===== src/status_router_pkg.sv =====
// Purpose: Constants and types for the status output router
// Assumes: One clock, plain register port, 16-bit registers
// Notes:   Behaviour list below
//
// Behaviour
// - Select-A field 0 routes position done
// - Select-A field 1 routes speed match
// - Select-A field 2 routes rotating
// - Select-A field 3 routes servo ready
// - Select-B field 0 routes torque limited
// - Select-B field 1 routes speed limited
// - Select-B fields 2,3 route brake, warning
package status_router_pkg;

   localparam int          ADDR_W          = 16;
   localparam int          DATA_W          = 16;
   localparam int          FIELD_W         = 4;
   localparam int          PAIR_N          = 3;
   localparam int          FIELD_N         = 4;

   localparam logic [15:0] OFS_SELECT_A    = 16'h250e;
   localparam logic [15:0] OFS_SELECT_B    = 16'h250f;
   localparam logic [15:0] OFS_PENDING     = 16'h2600;
   localparam logic [15:0] OFS_ACTIVE_A    = 16'h2601;
   localparam logic [15:0] OFS_ACTIVE_B    = 16'h2602;

   localparam logic [15:0] RESET_SELECT_A  = 16'h0000;
   localparam logic [15:0] RESET_SELECT_B  = 16'h0100;

   localparam logic [3:0]  CODE_DISABLED   = 4'h0;
   localparam logic [3:0]  CODE_PAIR1      = 4'h1;
   localparam logic [3:0]  CODE_PAIR2      = 4'h2;
   localparam logic [3:0]  CODE_PAIR3      = 4'h3;

   localparam int          POS_FIELD0      = 0;
   localparam int          POS_FIELD1      = 4;
   localparam int          POS_FIELD2      = 8;
   localparam int          POS_FIELD3      = 12;

   // Internal drive indications, high when asserted
   typedef struct packed {
      logic warning;
      logic brake_release;
      logic speed_limited;
      logic torque_limited;
      logic servo_ready;
      logic rotating;
      logic speed_match;
      logic position_done;
   } status_ind_t;

   typedef struct packed {
      logic [DATA_W-1:0] stored_a;
      logic [DATA_W-1:0] stored_b;
      logic [DATA_W-1:0] active_a;
      logic [DATA_W-1:0] active_b;
      logic [DATA_W-1:0] rd_data;
      logic [PAIR_N-1:0] pair_out;
   } router_state_t;

   // Pair select bit for one field code; reserved codes select nothing
   function automatic logic [PAIR_N-1:0] code_to_pairs(input logic [FIELD_W-1:0] code);
      unique case (code)
         CODE_PAIR1: code_to_pairs = 3'h1;
         CODE_PAIR2: code_to_pairs = 3'h2;
         CODE_PAIR3: code_to_pairs = 3'h4;
         default:    code_to_pairs = 3'h0;
      endcase
   endfunction

endpackage


===== src/status_output_router.sv =====
// Purpose: Route eight drive indications onto three output pairs
// Assumes: Indications come from logic on core_clk
// Notes:   Selection words take effect on restart_pulse
`timescale 1ns/1ps
module status_output_router
   import status_router_pkg::*;
(
   input  wire logic              core_clk,
   input  wire logic              reset_n,
   input  wire logic [ADDR_W-1:0] reg_addr,
   input  wire logic [DATA_W-1:0] reg_wdata,
   input  wire logic              reg_write,
   input  wire logic              reg_read,
   output logic      [DATA_W-1:0] reg_rdata,
   input  wire logic              restart_pulse,
   input  wire status_ind_t       status_ind,
   output logic      [PAIR_N-1:0] io_connector
);

   ////////////////////////////////////////////////////////////////////////////
   // State

   router_state_t state_reg;
   router_state_t state_next;
   logic [PAIR_N-1:0] drive_a;
   logic [PAIR_N-1:0] drive_b;
   logic [FIELD_N-1:0] ind_a;
   logic [FIELD_N-1:0] ind_b;

   assign ind_a = {status_ind.servo_ready,
                   status_ind.rotating,
                   status_ind.speed_match,
                   status_ind.position_done};
   assign ind_b = {status_ind.warning,
                   status_ind.brake_release,
                   status_ind.speed_limited,
                   status_ind.torque_limited};

   ////////////////////////////////////////////////////////////////////////////
   // Field decoders

   router_word_decoder u_decode_a (
      .select_word (state_reg.active_a),
      .ind         (ind_a),
      .pair_drive  (drive_a)
   );

   router_word_decoder u_decode_b (
      .select_word (state_reg.active_b),
      .ind         (ind_b),
      .pair_drive  (drive_b)
   );

   ////////////////////////////////////////////////////////////////////////////
   // Next state

   always_comb begin
      state_next = state_reg;
      state_next.rd_data = 16'h0000;
      if (reg_write) begin
         if (reg_addr == OFS_SELECT_A) begin
            state_next.stored_a = reg_wdata;
         end
         if (reg_addr == OFS_SELECT_B) begin
            state_next.stored_b = reg_wdata;
         end
      end
      if (reg_read) begin
         unique case (reg_addr)
            OFS_SELECT_A: state_next.rd_data = state_reg.stored_a;
            OFS_SELECT_B: state_next.rd_data = state_reg.stored_b;
            OFS_PENDING:  state_next.rd_data = {15'h0000, (state_reg.stored_a != state_reg.active_a) ||
                                                         (state_reg.stored_b != state_reg.active_b)};
            OFS_ACTIVE_A: state_next.rd_data = state_reg.active_a;
            OFS_ACTIVE_B: state_next.rd_data = state_reg.active_b;
            default:      state_next.rd_data = 16'h0000;
         endcase
      end
      // Only a restart moves stored words into the routing
      if (restart_pulse) begin
         state_next.active_a = state_reg.stored_a;
         state_next.active_b = state_reg.stored_b;
      end
      state_next.pair_out = drive_a | drive_b;
   end

   ////////////////////////////////////////////////////////////////////////////
   // Registers

   always_ff @(posedge core_clk or negedge reset_n) begin
      if (!reset_n) begin
         state_reg.stored_a <= RESET_SELECT_A;
         state_reg.stored_b <= RESET_SELECT_B;
         state_reg.active_a <= RESET_SELECT_A;
         state_reg.active_b <= RESET_SELECT_B;
         state_reg.rd_data  <= 16'h0000;
         state_reg.pair_out <= 3'h0;
      end else begin
         state_reg <= state_next;
      end
   end

   assign reg_rdata    = state_reg.rd_data;
   assign io_connector = state_reg.pair_out;

   ////////////////////////////////////////////////////////////////////////////
   // Assertions

   property p_pos_pair1;
      @(posedge core_clk) disable iff (!reset_n)
      (state_reg.active_a[POS_FIELD0 +: FIELD_W] == CODE_PAIR1 && status_ind.position_done)
      |=> io_connector[0];
   endproperty
   a_pos_pair1: assert property (p_pos_pair1) else $error("Position done missing on pair 1");

   property p_pos_reserved;
      @(posedge core_clk) disable iff (!reset_n)
      (state_reg.active_a[POS_FIELD0 +: FIELD_W] > CODE_PAIR3 &&
       state_reg.active_a[15:4] == 12'h000 && state_reg.active_b == 16'h0000)
      |=> io_connector == 3'h0;
   endproperty
   a_pos_reserved: assert property (p_pos_reserved) else $error("Reserved code drove a pair");

   property p_match_pair2;
      @(posedge core_clk) disable iff (!reset_n)
      (state_reg.active_a[POS_FIELD1 +: FIELD_W] == CODE_PAIR2 && status_ind.speed_match)
      |=> io_connector[1];
   endproperty
   a_match_pair2: assert property (p_match_pair2) else $error("Speed match missing on pair 2");

   property p_rot_pair3;
      @(posedge core_clk) disable iff (!reset_n)
      (state_reg.active_a[POS_FIELD2 +: FIELD_W] == CODE_PAIR3 && status_ind.rotating)
      |=> io_connector[2];
   endproperty
   a_rot_pair3: assert property (p_rot_pair3) else $error("Rotating missing on pair 3");

   property p_ready_pair1;
      @(posedge core_clk) disable iff (!reset_n)
      (state_reg.active_a[POS_FIELD3 +: FIELD_W] == CODE_PAIR1 && status_ind.servo_ready)
      |=> io_connector[0];
   endproperty
   a_ready_pair1: assert property (p_ready_pair1) else $error("Servo ready missing on pair 1");

   property p_all_disabled;
      @(posedge core_clk) disable iff (!reset_n)
      (state_reg.active_a == 16'h0000 && state_reg.active_b == 16'h0000)
      |=> io_connector == 3'h0;
   endproperty
   a_all_disabled: assert property (p_all_disabled) else $error("Disabled fields drove a pair");

   property p_torque_pair2;
      @(posedge core_clk) disable iff (!reset_n)
      (state_reg.active_b[POS_FIELD0 +: FIELD_W] == CODE_PAIR2 && status_ind.torque_limited)
      |=> io_connector[1];
   endproperty
   a_torque_pair2: assert property (p_torque_pair2) else $error("Torque limit missing on pair 2");

   property p_pair_only_if_source;
      @(posedge core_clk) disable iff (!reset_n)
      (status_ind == 8'h00) |=> io_connector == 3'h0;
   endproperty
   a_pair_only_if_source: assert property (p_pair_only_if_source) else $error("Pair on with no source");

   property p_slimit_pair3;
      @(posedge core_clk) disable iff (!reset_n)
      (state_reg.active_b[POS_FIELD1 +: FIELD_W] == CODE_PAIR3 && status_ind.speed_limited)
      |=> io_connector[2];
   endproperty
   a_slimit_pair3: assert property (p_slimit_pair3) else $error("Speed limit missing on pair 3");

   property p_brake_pair1;
      @(posedge core_clk) disable iff (!reset_n)
      (state_reg.active_b[POS_FIELD2 +: FIELD_W] == CODE_PAIR1 && status_ind.brake_release)
      |=> io_connector[0];
   endproperty
   a_brake_pair1: assert property (p_brake_pair1) else $error("Brake missing on pair 1");

   property p_warn_pair2;
      @(posedge core_clk) disable iff (!reset_n)
      (state_reg.active_b[POS_FIELD3 +: FIELD_W] == CODE_PAIR2 && status_ind.warning)
      |=> io_connector[1];
   endproperty
   a_warn_pair2: assert property (p_warn_pair2) else $error("Warning missing on pair 2");

   property p_hold_without_restart;
      @(posedge core_clk) disable iff (!reset_n)
      (!restart_pulse) |=> $stable(state_reg.active_a) && $stable(state_reg.active_b);
   endproperty
   a_hold_without_restart: assert property (p_hold_without_restart) else $error("Routing changed without restart");

   property p_restart_applies;
      @(posedge core_clk) disable iff (!reset_n)
      restart_pulse |=> state_reg.active_a == $past(state_reg.stored_a) &&
                        state_reg.active_b == $past(state_reg.stored_b);
   endproperty
   a_restart_applies: assert property (p_restart_applies) else $error("Restart did not apply words");

   property p_read_one_cycle;
      @(posedge core_clk) disable iff (!reset_n)
      (reg_read && reg_addr == OFS_SELECT_B) ##1 !reg_read |=> reg_rdata == 16'h0000;
   endproperty
   a_read_one_cycle: assert property (p_read_one_cycle) else $error("Read data stood too long");

   property p_pos_disabled;
      @(posedge core_clk) disable iff (!reset_n)
      (state_reg.active_a[POS_FIELD0 +: FIELD_W] == CODE_DISABLED && status_ind == 8'h01)
      |=> io_connector == 3'h0;
   endproperty
   a_pos_disabled: assert property (p_pos_disabled) else $error("Disabled position field drove a pair");

   property p_pos_pair2;
      @(posedge core_clk) disable iff (!reset_n)
      (state_reg.active_a[POS_FIELD0 +: FIELD_W] == CODE_PAIR2 && status_ind.position_done)
      |=> io_connector[1];
   endproperty
   a_pos_pair2: assert property (p_pos_pair2) else $error("Position done missing on pair 2");

   property p_pos_pair3;
      @(posedge core_clk) disable iff (!reset_n)
      (state_reg.active_a[POS_FIELD0 +: FIELD_W] == CODE_PAIR3 && status_ind.position_done)
      |=> io_connector[2];
   endproperty
   a_pos_pair3: assert property (p_pos_pair3) else $error("Position done missing on pair 3");

   property p_torque_off;
      @(posedge core_clk) disable iff (!reset_n)
      (state_reg.active_b[POS_FIELD0 +: FIELD_W] == CODE_DISABLED && status_ind == 8'h10)
      |=> io_connector == 3'h0;
   endproperty
   a_torque_off: assert property (p_torque_off) else $error("Disabled torque field drove a pair");

   property p_rdata_idle;
      @(posedge core_clk) disable iff (!reset_n)
      (!reg_read) |=> reg_rdata == 16'h0000;
   endproperty
   a_rdata_idle: assert property (p_rdata_idle) else $error("Read data without a read");

   property p_read_stored_a;
      @(posedge core_clk) disable iff (!reset_n)
      (reg_read && reg_addr == OFS_SELECT_A) |=> reg_rdata == $past(state_reg.stored_a);
   endproperty
   a_read_stored_a: assert property (p_read_stored_a) else $error("Select A read wrong");

   property p_read_stored_b;
      @(posedge core_clk) disable iff (!reset_n)
      (reg_read && reg_addr == OFS_SELECT_B) |=> reg_rdata == $past(state_reg.stored_b);
   endproperty
   a_read_stored_b: assert property (p_read_stored_b) else $error("Select B read wrong");

   property p_write_a_lands;
      @(posedge core_clk) disable iff (!reset_n)
      (reg_write && reg_addr == OFS_SELECT_A) |=> state_reg.stored_a == $past(reg_wdata);
   endproperty
   a_write_a_lands: assert property (p_write_a_lands) else $error("Select A write lost");

   property p_write_b_lands;
      @(posedge core_clk) disable iff (!reset_n)
      (reg_write && reg_addr == OFS_SELECT_B) |=> state_reg.stored_b == $past(reg_wdata);
   endproperty
   a_write_b_lands: assert property (p_write_b_lands) else $error("Select B write lost");

   property p_stored_hold;
      @(posedge core_clk) disable iff (!reset_n)
      (!reg_write) |=> $stable(state_reg.stored_a) && $stable(state_reg.stored_b);
   endproperty
   a_stored_hold: assert property (p_stored_hold) else $error("Stored word changed without write");

   property p_restart_sync;
      @(posedge core_clk) disable iff (!reset_n)
      (restart_pulse && !reg_write)
      |=> state_reg.active_a == state_reg.stored_a && state_reg.active_b == state_reg.stored_b;
   endproperty
   a_restart_sync: assert property (p_restart_sync) else $error("Restart left routing pending");

   ////////////////////////////////////////////////////////////////////////////
   // Coverage

   property p_cov_restart_change;
      @(posedge core_clk) disable iff (!reset_n)
      restart_pulse ##1 $changed(state_reg.active_a);
   endproperty
   c_cov_restart_change: cover property (p_cov_restart_change);

   property p_cov_all_pairs;
      @(posedge core_clk) disable iff (!reset_n)
      io_connector == 3'h7;
   endproperty
   c_cov_all_pairs: cover property (p_cov_all_pairs);

   property p_cov_write_read;
      @(posedge core_clk) disable iff (!reset_n)
      (reg_write && reg_addr == OFS_SELECT_A) ##1 (reg_read && reg_addr == OFS_SELECT_A);
   endproperty
   c_cov_write_read: cover property (p_cov_write_read);

   property p_cov_brake_default;
      @(posedge core_clk) disable iff (!reset_n)
      status_ind.brake_release ##1 io_connector[0];
   endproperty
   c_cov_brake_default: cover property (p_cov_brake_default);

endmodule


===== src/router_word_decoder.sv =====
// Purpose: Decode one selection word into pair drive terms
// Assumes: Four 4-bit fields, each routing one indication
// Notes:   Purely combinational
`timescale 1ns/1ps
module router_word_decoder
   import status_router_pkg::*;
(
   input  wire logic [DATA_W-1:0]  select_word,
   input  wire logic [FIELD_N-1:0] ind,
   output logic      [PAIR_N-1:0]  pair_drive
);

   logic [PAIR_N-1:0] hit0;
   logic [PAIR_N-1:0] hit1;
   logic [PAIR_N-1:0] hit2;
   logic [PAIR_N-1:0] hit3;

   always_comb begin
      // Field code to pair, code 0 and reserved codes drive nothing
      hit0 = ind[0] ? code_to_pairs(select_word[POS_FIELD0 +: FIELD_W]) : 3'h0;
      hit1 = ind[1] ? code_to_pairs(select_word[POS_FIELD1 +: FIELD_W]) : 3'h0;
      hit2 = ind[2] ? code_to_pairs(select_word[POS_FIELD2 +: FIELD_W]) : 3'h0;
      hit3 = ind[3] ? code_to_pairs(select_word[POS_FIELD3 +: FIELD_W]) : 3'h0;
      // Shared pairs merge by OR
      pair_drive = hit0 | hit1 | hit2 | hit3;
   end

endmodule


===== config.mk =====
export PLATFORM = sky130hd
export DESIGN_NAME = status_output_router
export DESIGN_NICKNAME = d
export VERILOG_FILES = /design/src/status_router_pkg.sv /design/src/status_output_router.sv /design/src/router_word_decoder.sv
export SDC_FILE = /design/constraint.sdc
export NUM_CORES = 1
export LEC_CHECK = 0
export ABC_AREA = 1
export BUFFER_PORTS_ARGS = -buffer_cell sky130_fd_sc_hd__buf_2
export CORE_UTILIZATION = 58
export CTS_CLUSTER_DIAMETER = 120
export DETAILED_ROUTE_END_ITERATION = 6
export PLACE_DENSITY = 0.79
export SLEW_MARGIN = 20
export SYNTH_ARGS = -nofsm -noshare
export SYNTH_HDL_FRONTEND = slang
export SYNTH_HIERARCHICAL = 1
export SYNTH_SLANG_ARGS = --single-unit

===== constraint.sdc =====
create_clock -name core_clk -period 1.5 [get_ports core_clk]
set_input_delay 0.15 -clock core_clk [delete_from_list [all_inputs] [get_ports core_clk]]
set_output_delay 0.15 -clock core_clk [all_outputs]
set_load 0.02 [all_outputs]

# After elaboration in Yosys (flattened, before gate mapping)
# Index checks and enable logic that the tools add are counted.
dict set report op_classes {
  n_reduce_logical 3
  bitwise_logic 7
  eq_ne 31
  muxes 18
}
# cell count
set ops {}
lappend ops {{equality test 16 x 14 -> 1 bit (second input constant)} 5}
lappend ops {{case mux 16 bit (5 select lines)} 1}
lappend ops {{case mux 3 bit (3 select lines)} 8}
lappend ops {{equality test 4 x 2 -> 1 bit (second input constant)} 16}
lappend ops {{equality test 4 x 1 -> 1 bit (second input constant)} 8}
lappend ops {{inequality test 16 bit} 2}
lappend ops {{2-to-1 mux 3 bit} 8}
lappend ops {{OR 3 bit} 7}
lappend ops {{2-to-1 mux 16 bit} 1}
lappend ops {{AND reduction 2 bit} 2}
lappend ops {{logical OR 1 bit} 1}
dict set report totals {
  ff_bits 83
  in_bits 45
  word_cells 65
  output_inout_bits 19
}

# Logic depth before layout (Yosys ltp)
dict set report logic_depth {
  depth_word 7
  ltp_mapped 10
  depth_no_buf 10
}

# Cells and area by module
# The synthesis kept the hierarchy.
# module area_per_inst_um2 n_inst cells_per_inst
set modules_own_cells {}
lappend modules_own_cells {status_output_router 4231.6 1 511}
lappend modules_own_cells {router_word_decoder 226.5 2 54}

# Worst setup path after synthesis
# No wires, ideal clock.
dict set report synth_path {
  path_type {in2reg}
  startpoint {in reg_addr[7]}
  endpoint {reg state_reg[62] (netlist name)}
  setup_ns 0.121
  path_buffers 1
  required_ns 1.379
  path_stages 9
  t_arrival_ns 1.110
  path_slack_ns 0.269
  cell_sequence {nor2_1 -> nand2_2 -> nor2_8 -> nand3_4 -> inv_2 -> nand2_2 -> buf_2 -> nand2_1 -> o21ai_1}
}
dict set report synth_between {
  elab_chain_cells 2
}
# item line
set synth_lines {}
lappend synth_lines {{start: declaration} status_output_router.sv:10} ;# input wire logic [ADDR_W-1:0] reg_addr,
lappend synth_lines {{equality test 16 x 14 -> 1 bit} status_output_router.sv:64} ;# if (reg_addr == OFS_SELECT_B) begin
lappend synth_lines {{AND reduction 2 bit (no line)} -}
lappend synth_lines {{end signal: assignment} status_output_router.sv:99} ;# state_reg <= state_next;
lappend synth_lines {{end: declaration} status_output_router.sv:23} ;# router_state_t state_reg;
# Every way passes these cells.
# A chain may end at the register's enable or synchronous reset.

==> results.py <==
metrics = {
    "run_status": {
        "run_status": "completed",
    },
    "route": {
        "drcViolationCount": 0,
        "wl_per_cell_um": 14.5,
        "dr_total_vias": 4080,
        "ant_nets": 0,
        "drt_iter0_drc": 336,
        "drt_first_pass_iters": 5,
        "routed_wl_um": 11400,
        "drt-vias-per-instance": 5.18,
    },
    "min_path": {
        "hold_path_startpoint": "reg_wdata[10]",
        "whs_path_depth": 3,
        "holdPathEnd": "state_reg[61]",
        "hold_class": "in -> reg",
    },
    "floorplanning": {
        "die_y_um": 91.9,
        "die_area_sq_mm": 0.00844,
        "core-area_sq_mm": 0.00777,
        "pin_count": 64,
        "rows": 32,
        "chipWidth_um": 91.9,
        "initial_utilization": 0.603,
    },
    "logic_synthesis": {
        "synth_top_cell_by_area": "dfrtp_1",
        "ys_ff_latch": 83,
        "post-synth-top-count-cell": "nand2_1",
        "ys_async_sr_fraction": 1.00,
        "ys_types": 28,
        "synth_edf_count": 0,
        "synthFlopType": "dfrtp_1",
        "synth_top_area_share": 0.433,
        "synth_area_sq_mm": 0.00468,
        "ys_seq_area_frac": 0.444,
        "synthCells": 619,
        "synth_area_leaders": "dfrtp_1, nand2_1, inv_1",
        "postSynthAreaPerCell_sq_um": 7.57,
        "synth_warnings": 6,
        "synth_common_cells": "nand2_1, inv_1, dfrtp_1, o21ai_0, nor2_1",
        "syn-num-nets": 664,
    },
    "power": {
        "power_frac_seq": 0.541,
        "clkPwrFrac": 0.410,
        "power_density_mw_per_mm2": 770,
        "intPower_mw": 3.11,
        "peakVddDrop_v": 0.000572,
        "comb_power_share": 0.049,
        "p_switching_mw": 1.03,
        "p_sw_frac": 0.248,
        "p_leak_nw": 2.67,
    },
    "grt": {
        "grt_pass1_vias": 3918,
        "grt_busiest_layer": "met2",
        "antenna_found_initial": 0,
        "grt_use_met3": 0.0705,
        "grt_pass1_wl_um": 18800,
        "grt_util_met2": 0.451,
        "grt_start_max_net_pins": 65,
        "grt_use_total": 0.294,
        "overflow": 0,
        "grt_use_met1": 0.399,
    },
    "layout": {
        "largest_reg_flops": 64,
        "stdcell_area_sq_mm": 0.00537,
        "antennaDiodeCount": 0,
        "fillers": 643,
        "area_growth_pct": 14.6,
        "layout-drive-gt1-share": 0.220,
        "nets": 725,
    },
    "placement": {
        "placed_area_sq_mm": 0.00514,
        "place.gp.congestion": 0.893,
        "port_buffers": 63,
        "dp_hpwl_um": 8580,
    },
    "timing": {
        "hold_viol_final": 0,
        "final.min_clock_period_ps": 1420,
        "max_freq_ghz": 0.704,
        "drv_slew": 0,
        "setup_violations": 0,
        "worst_pin_slew_ps": 415,
        "rsz0062_at_grt": "false",
        "finalClockSkew_ps": 10.2,
        "setup_tns_ps": 0,
        "maxSlewHeadroom": 0.723,
        "min_period_over_period": 0.947,
    },
    "run": {
        "drv_cap": 0,
    },
    "cts": {
        "clock_latency_ps": 360,
        "htreeDepth": 3,
        "clk_path_buf_depth": 2,
        "numCtsBuffers": 9,
        "path_clk_slew_ps": 100,
        "clock-sinks": 83,
        "tritoncts": "built",
        "root_buffer": "clkbuf_8",
    },
    "worst_setup_path": {
        "path_class": "reg -> reg",
        "critical_path.max_fanout": 4,
        "crit_top_cell": "nand2_1",
        "crit_path_start_kind": "register",
        "slowest_stage": "dfrtp_1",
        "slowest_delay_ps": 450,
        "end_kind": "register",
        "r2r_start": "state_reg[47]",
        "crit_start": "state_reg[47]",
        "timing.rr.end": "reg_rdata[0]",
        "critPathRequiredTime_ps": 1750,
        "worstRegToRegCells": 8,
        "arrival_ps": 1670,
        "rrSetupSlack_ps": 80,
        "crit_chain": "xnor2_1 -> nand2_1 -> nor2_1 -> nand2_1 -> nor2_2 -> nand2_1 -> nand2_1 -> a21oi_1",
    },
}
placed cells by master (no fill, tap or decap), types with 2 or more instances in the layout:
| master | netlist | final |
|---|---|---|
| inv_1 | 112 | 112 |
| inv_2 | 4 | 4 |
| buf_12 | 0 | 6 |
| nand4_1 | 2 | 2 |
| xnor2_1 | 25 | 24 |
| nor3_1 | 3 | 3 |
| o22ai_1 | 19 | 19 |
| nand3_4 | 3 | 3 |
| dfrtp_1 | 81 | 81 |
| buf_2 | 5 | 62 |
| or2_2 | 3 | 3 |
| o21ai_2 | 7 | 7 |
| clkbuf_8 | 0 | 9 |
| inv_6 | 0 | 2 |
| nor2_1 | 42 | 41 |
| nand3_1 | 26 | 26 |
| buf_4 | 20 | 18 |
| o21ai_0 | 58 | 58 |
| nand3_2 | 2 | 2 |
| nor2_2 | 20 | 21 |
| o21ai_1 | 13 | 13 |
| dfstp_2 | 2 | 2 |
| nand2_2 | 3 | 3 |
| clkinv_4 | 0 | 2 |
| nand2_1 | 152 | 152 |
what timing repair did:
action	4_1_cts	5_1_grt
buffers inserted	0	0
hold buffers	1	0
hold endpoints to repair	22	0
setup endpoints to repair	0	1
gates resized for setup	0	2
worst max-delay path by stage:
stage	endpoint	slack, ps	cells past startpoint
final	reg_rdata[0]	80	8
after global routing	reg_rdata[0]	4	10
after CTS	reg_rdata[0]	40	8
after detailed placement	state_reg[54]	60	10
after global placement	reg_rdata[0]	90	9
after floorplan	state_reg[62]	270	9
per-layer routing:
metal | vias to the layer above | share of wire
li1 | 2007 | -
met1 | 1881 | 0.43
met2 | 172 | 0.46
met3 | 20 | 0.091
met4 | 0 | 0.020
met5 | - | 0
cell families after synthesis:
kind of cell	share of synthesized area
DFF	0.444
AOI/OAI and AO/OA	0.115
and+or+nand+nor	0.251
xor gates and xnor gates	0.0467
buffers and inverters	0.143
layout make-up:
cell class / count / area [sq um] / area share
Timing Repair Buffer: 87 / 576 / 0.107
Clock inverter: 7 / 83.8 / 0.0156
Inverter: 116 / 435 / 0.0811
Clock buffer: 9 / 124 / 0.0231
Sequential cell: 83 / 2080 / 0.387
Tap cell: 102 / 128 / 0.0238
Multi-Input combinational cell: 383 / 1940 / 0.362
per-stage QoR:
step                      setup WS (ps)  hold slack (ps)  utilization  instances  power, mW
after floorplan                     269             -146            -        619       2.34
after global placement             93.5             98.7        0.662        770       2.48
after detailed placement           63.1              105        0.662        770       2.48
after CTS                          40.1             17.9        0.690        787       4.17
after global routing               4.09             22.1        0.691        787       4.28
final                              79.3             24.0        0.691        787       4.14
worst max-delay path, delay by kind of cell (launching register included):
kind,cells,cell delay (ps)
AOI/OAI and AO/OA,1,60
DFF,1,450
xor gates and xnor gates,1,210
and+or+nand+nor,6,600
power by group through the flow:
stage | Clock [mW] | Combinational, mW | Sequential, mW
after floorplan | 0 | 0.0613 | 2.28
after global placement | 0 | 0.197 | 2.28
after detailed placement | 0 | 0.203 | 2.28
after CTS | 1.73 | 0.206 | 2.24
after global routing | 1.81 | 0.229 | 2.24
final | 1.70 | 0.202 | 2.24
Power figures use the tool's default switching activity.
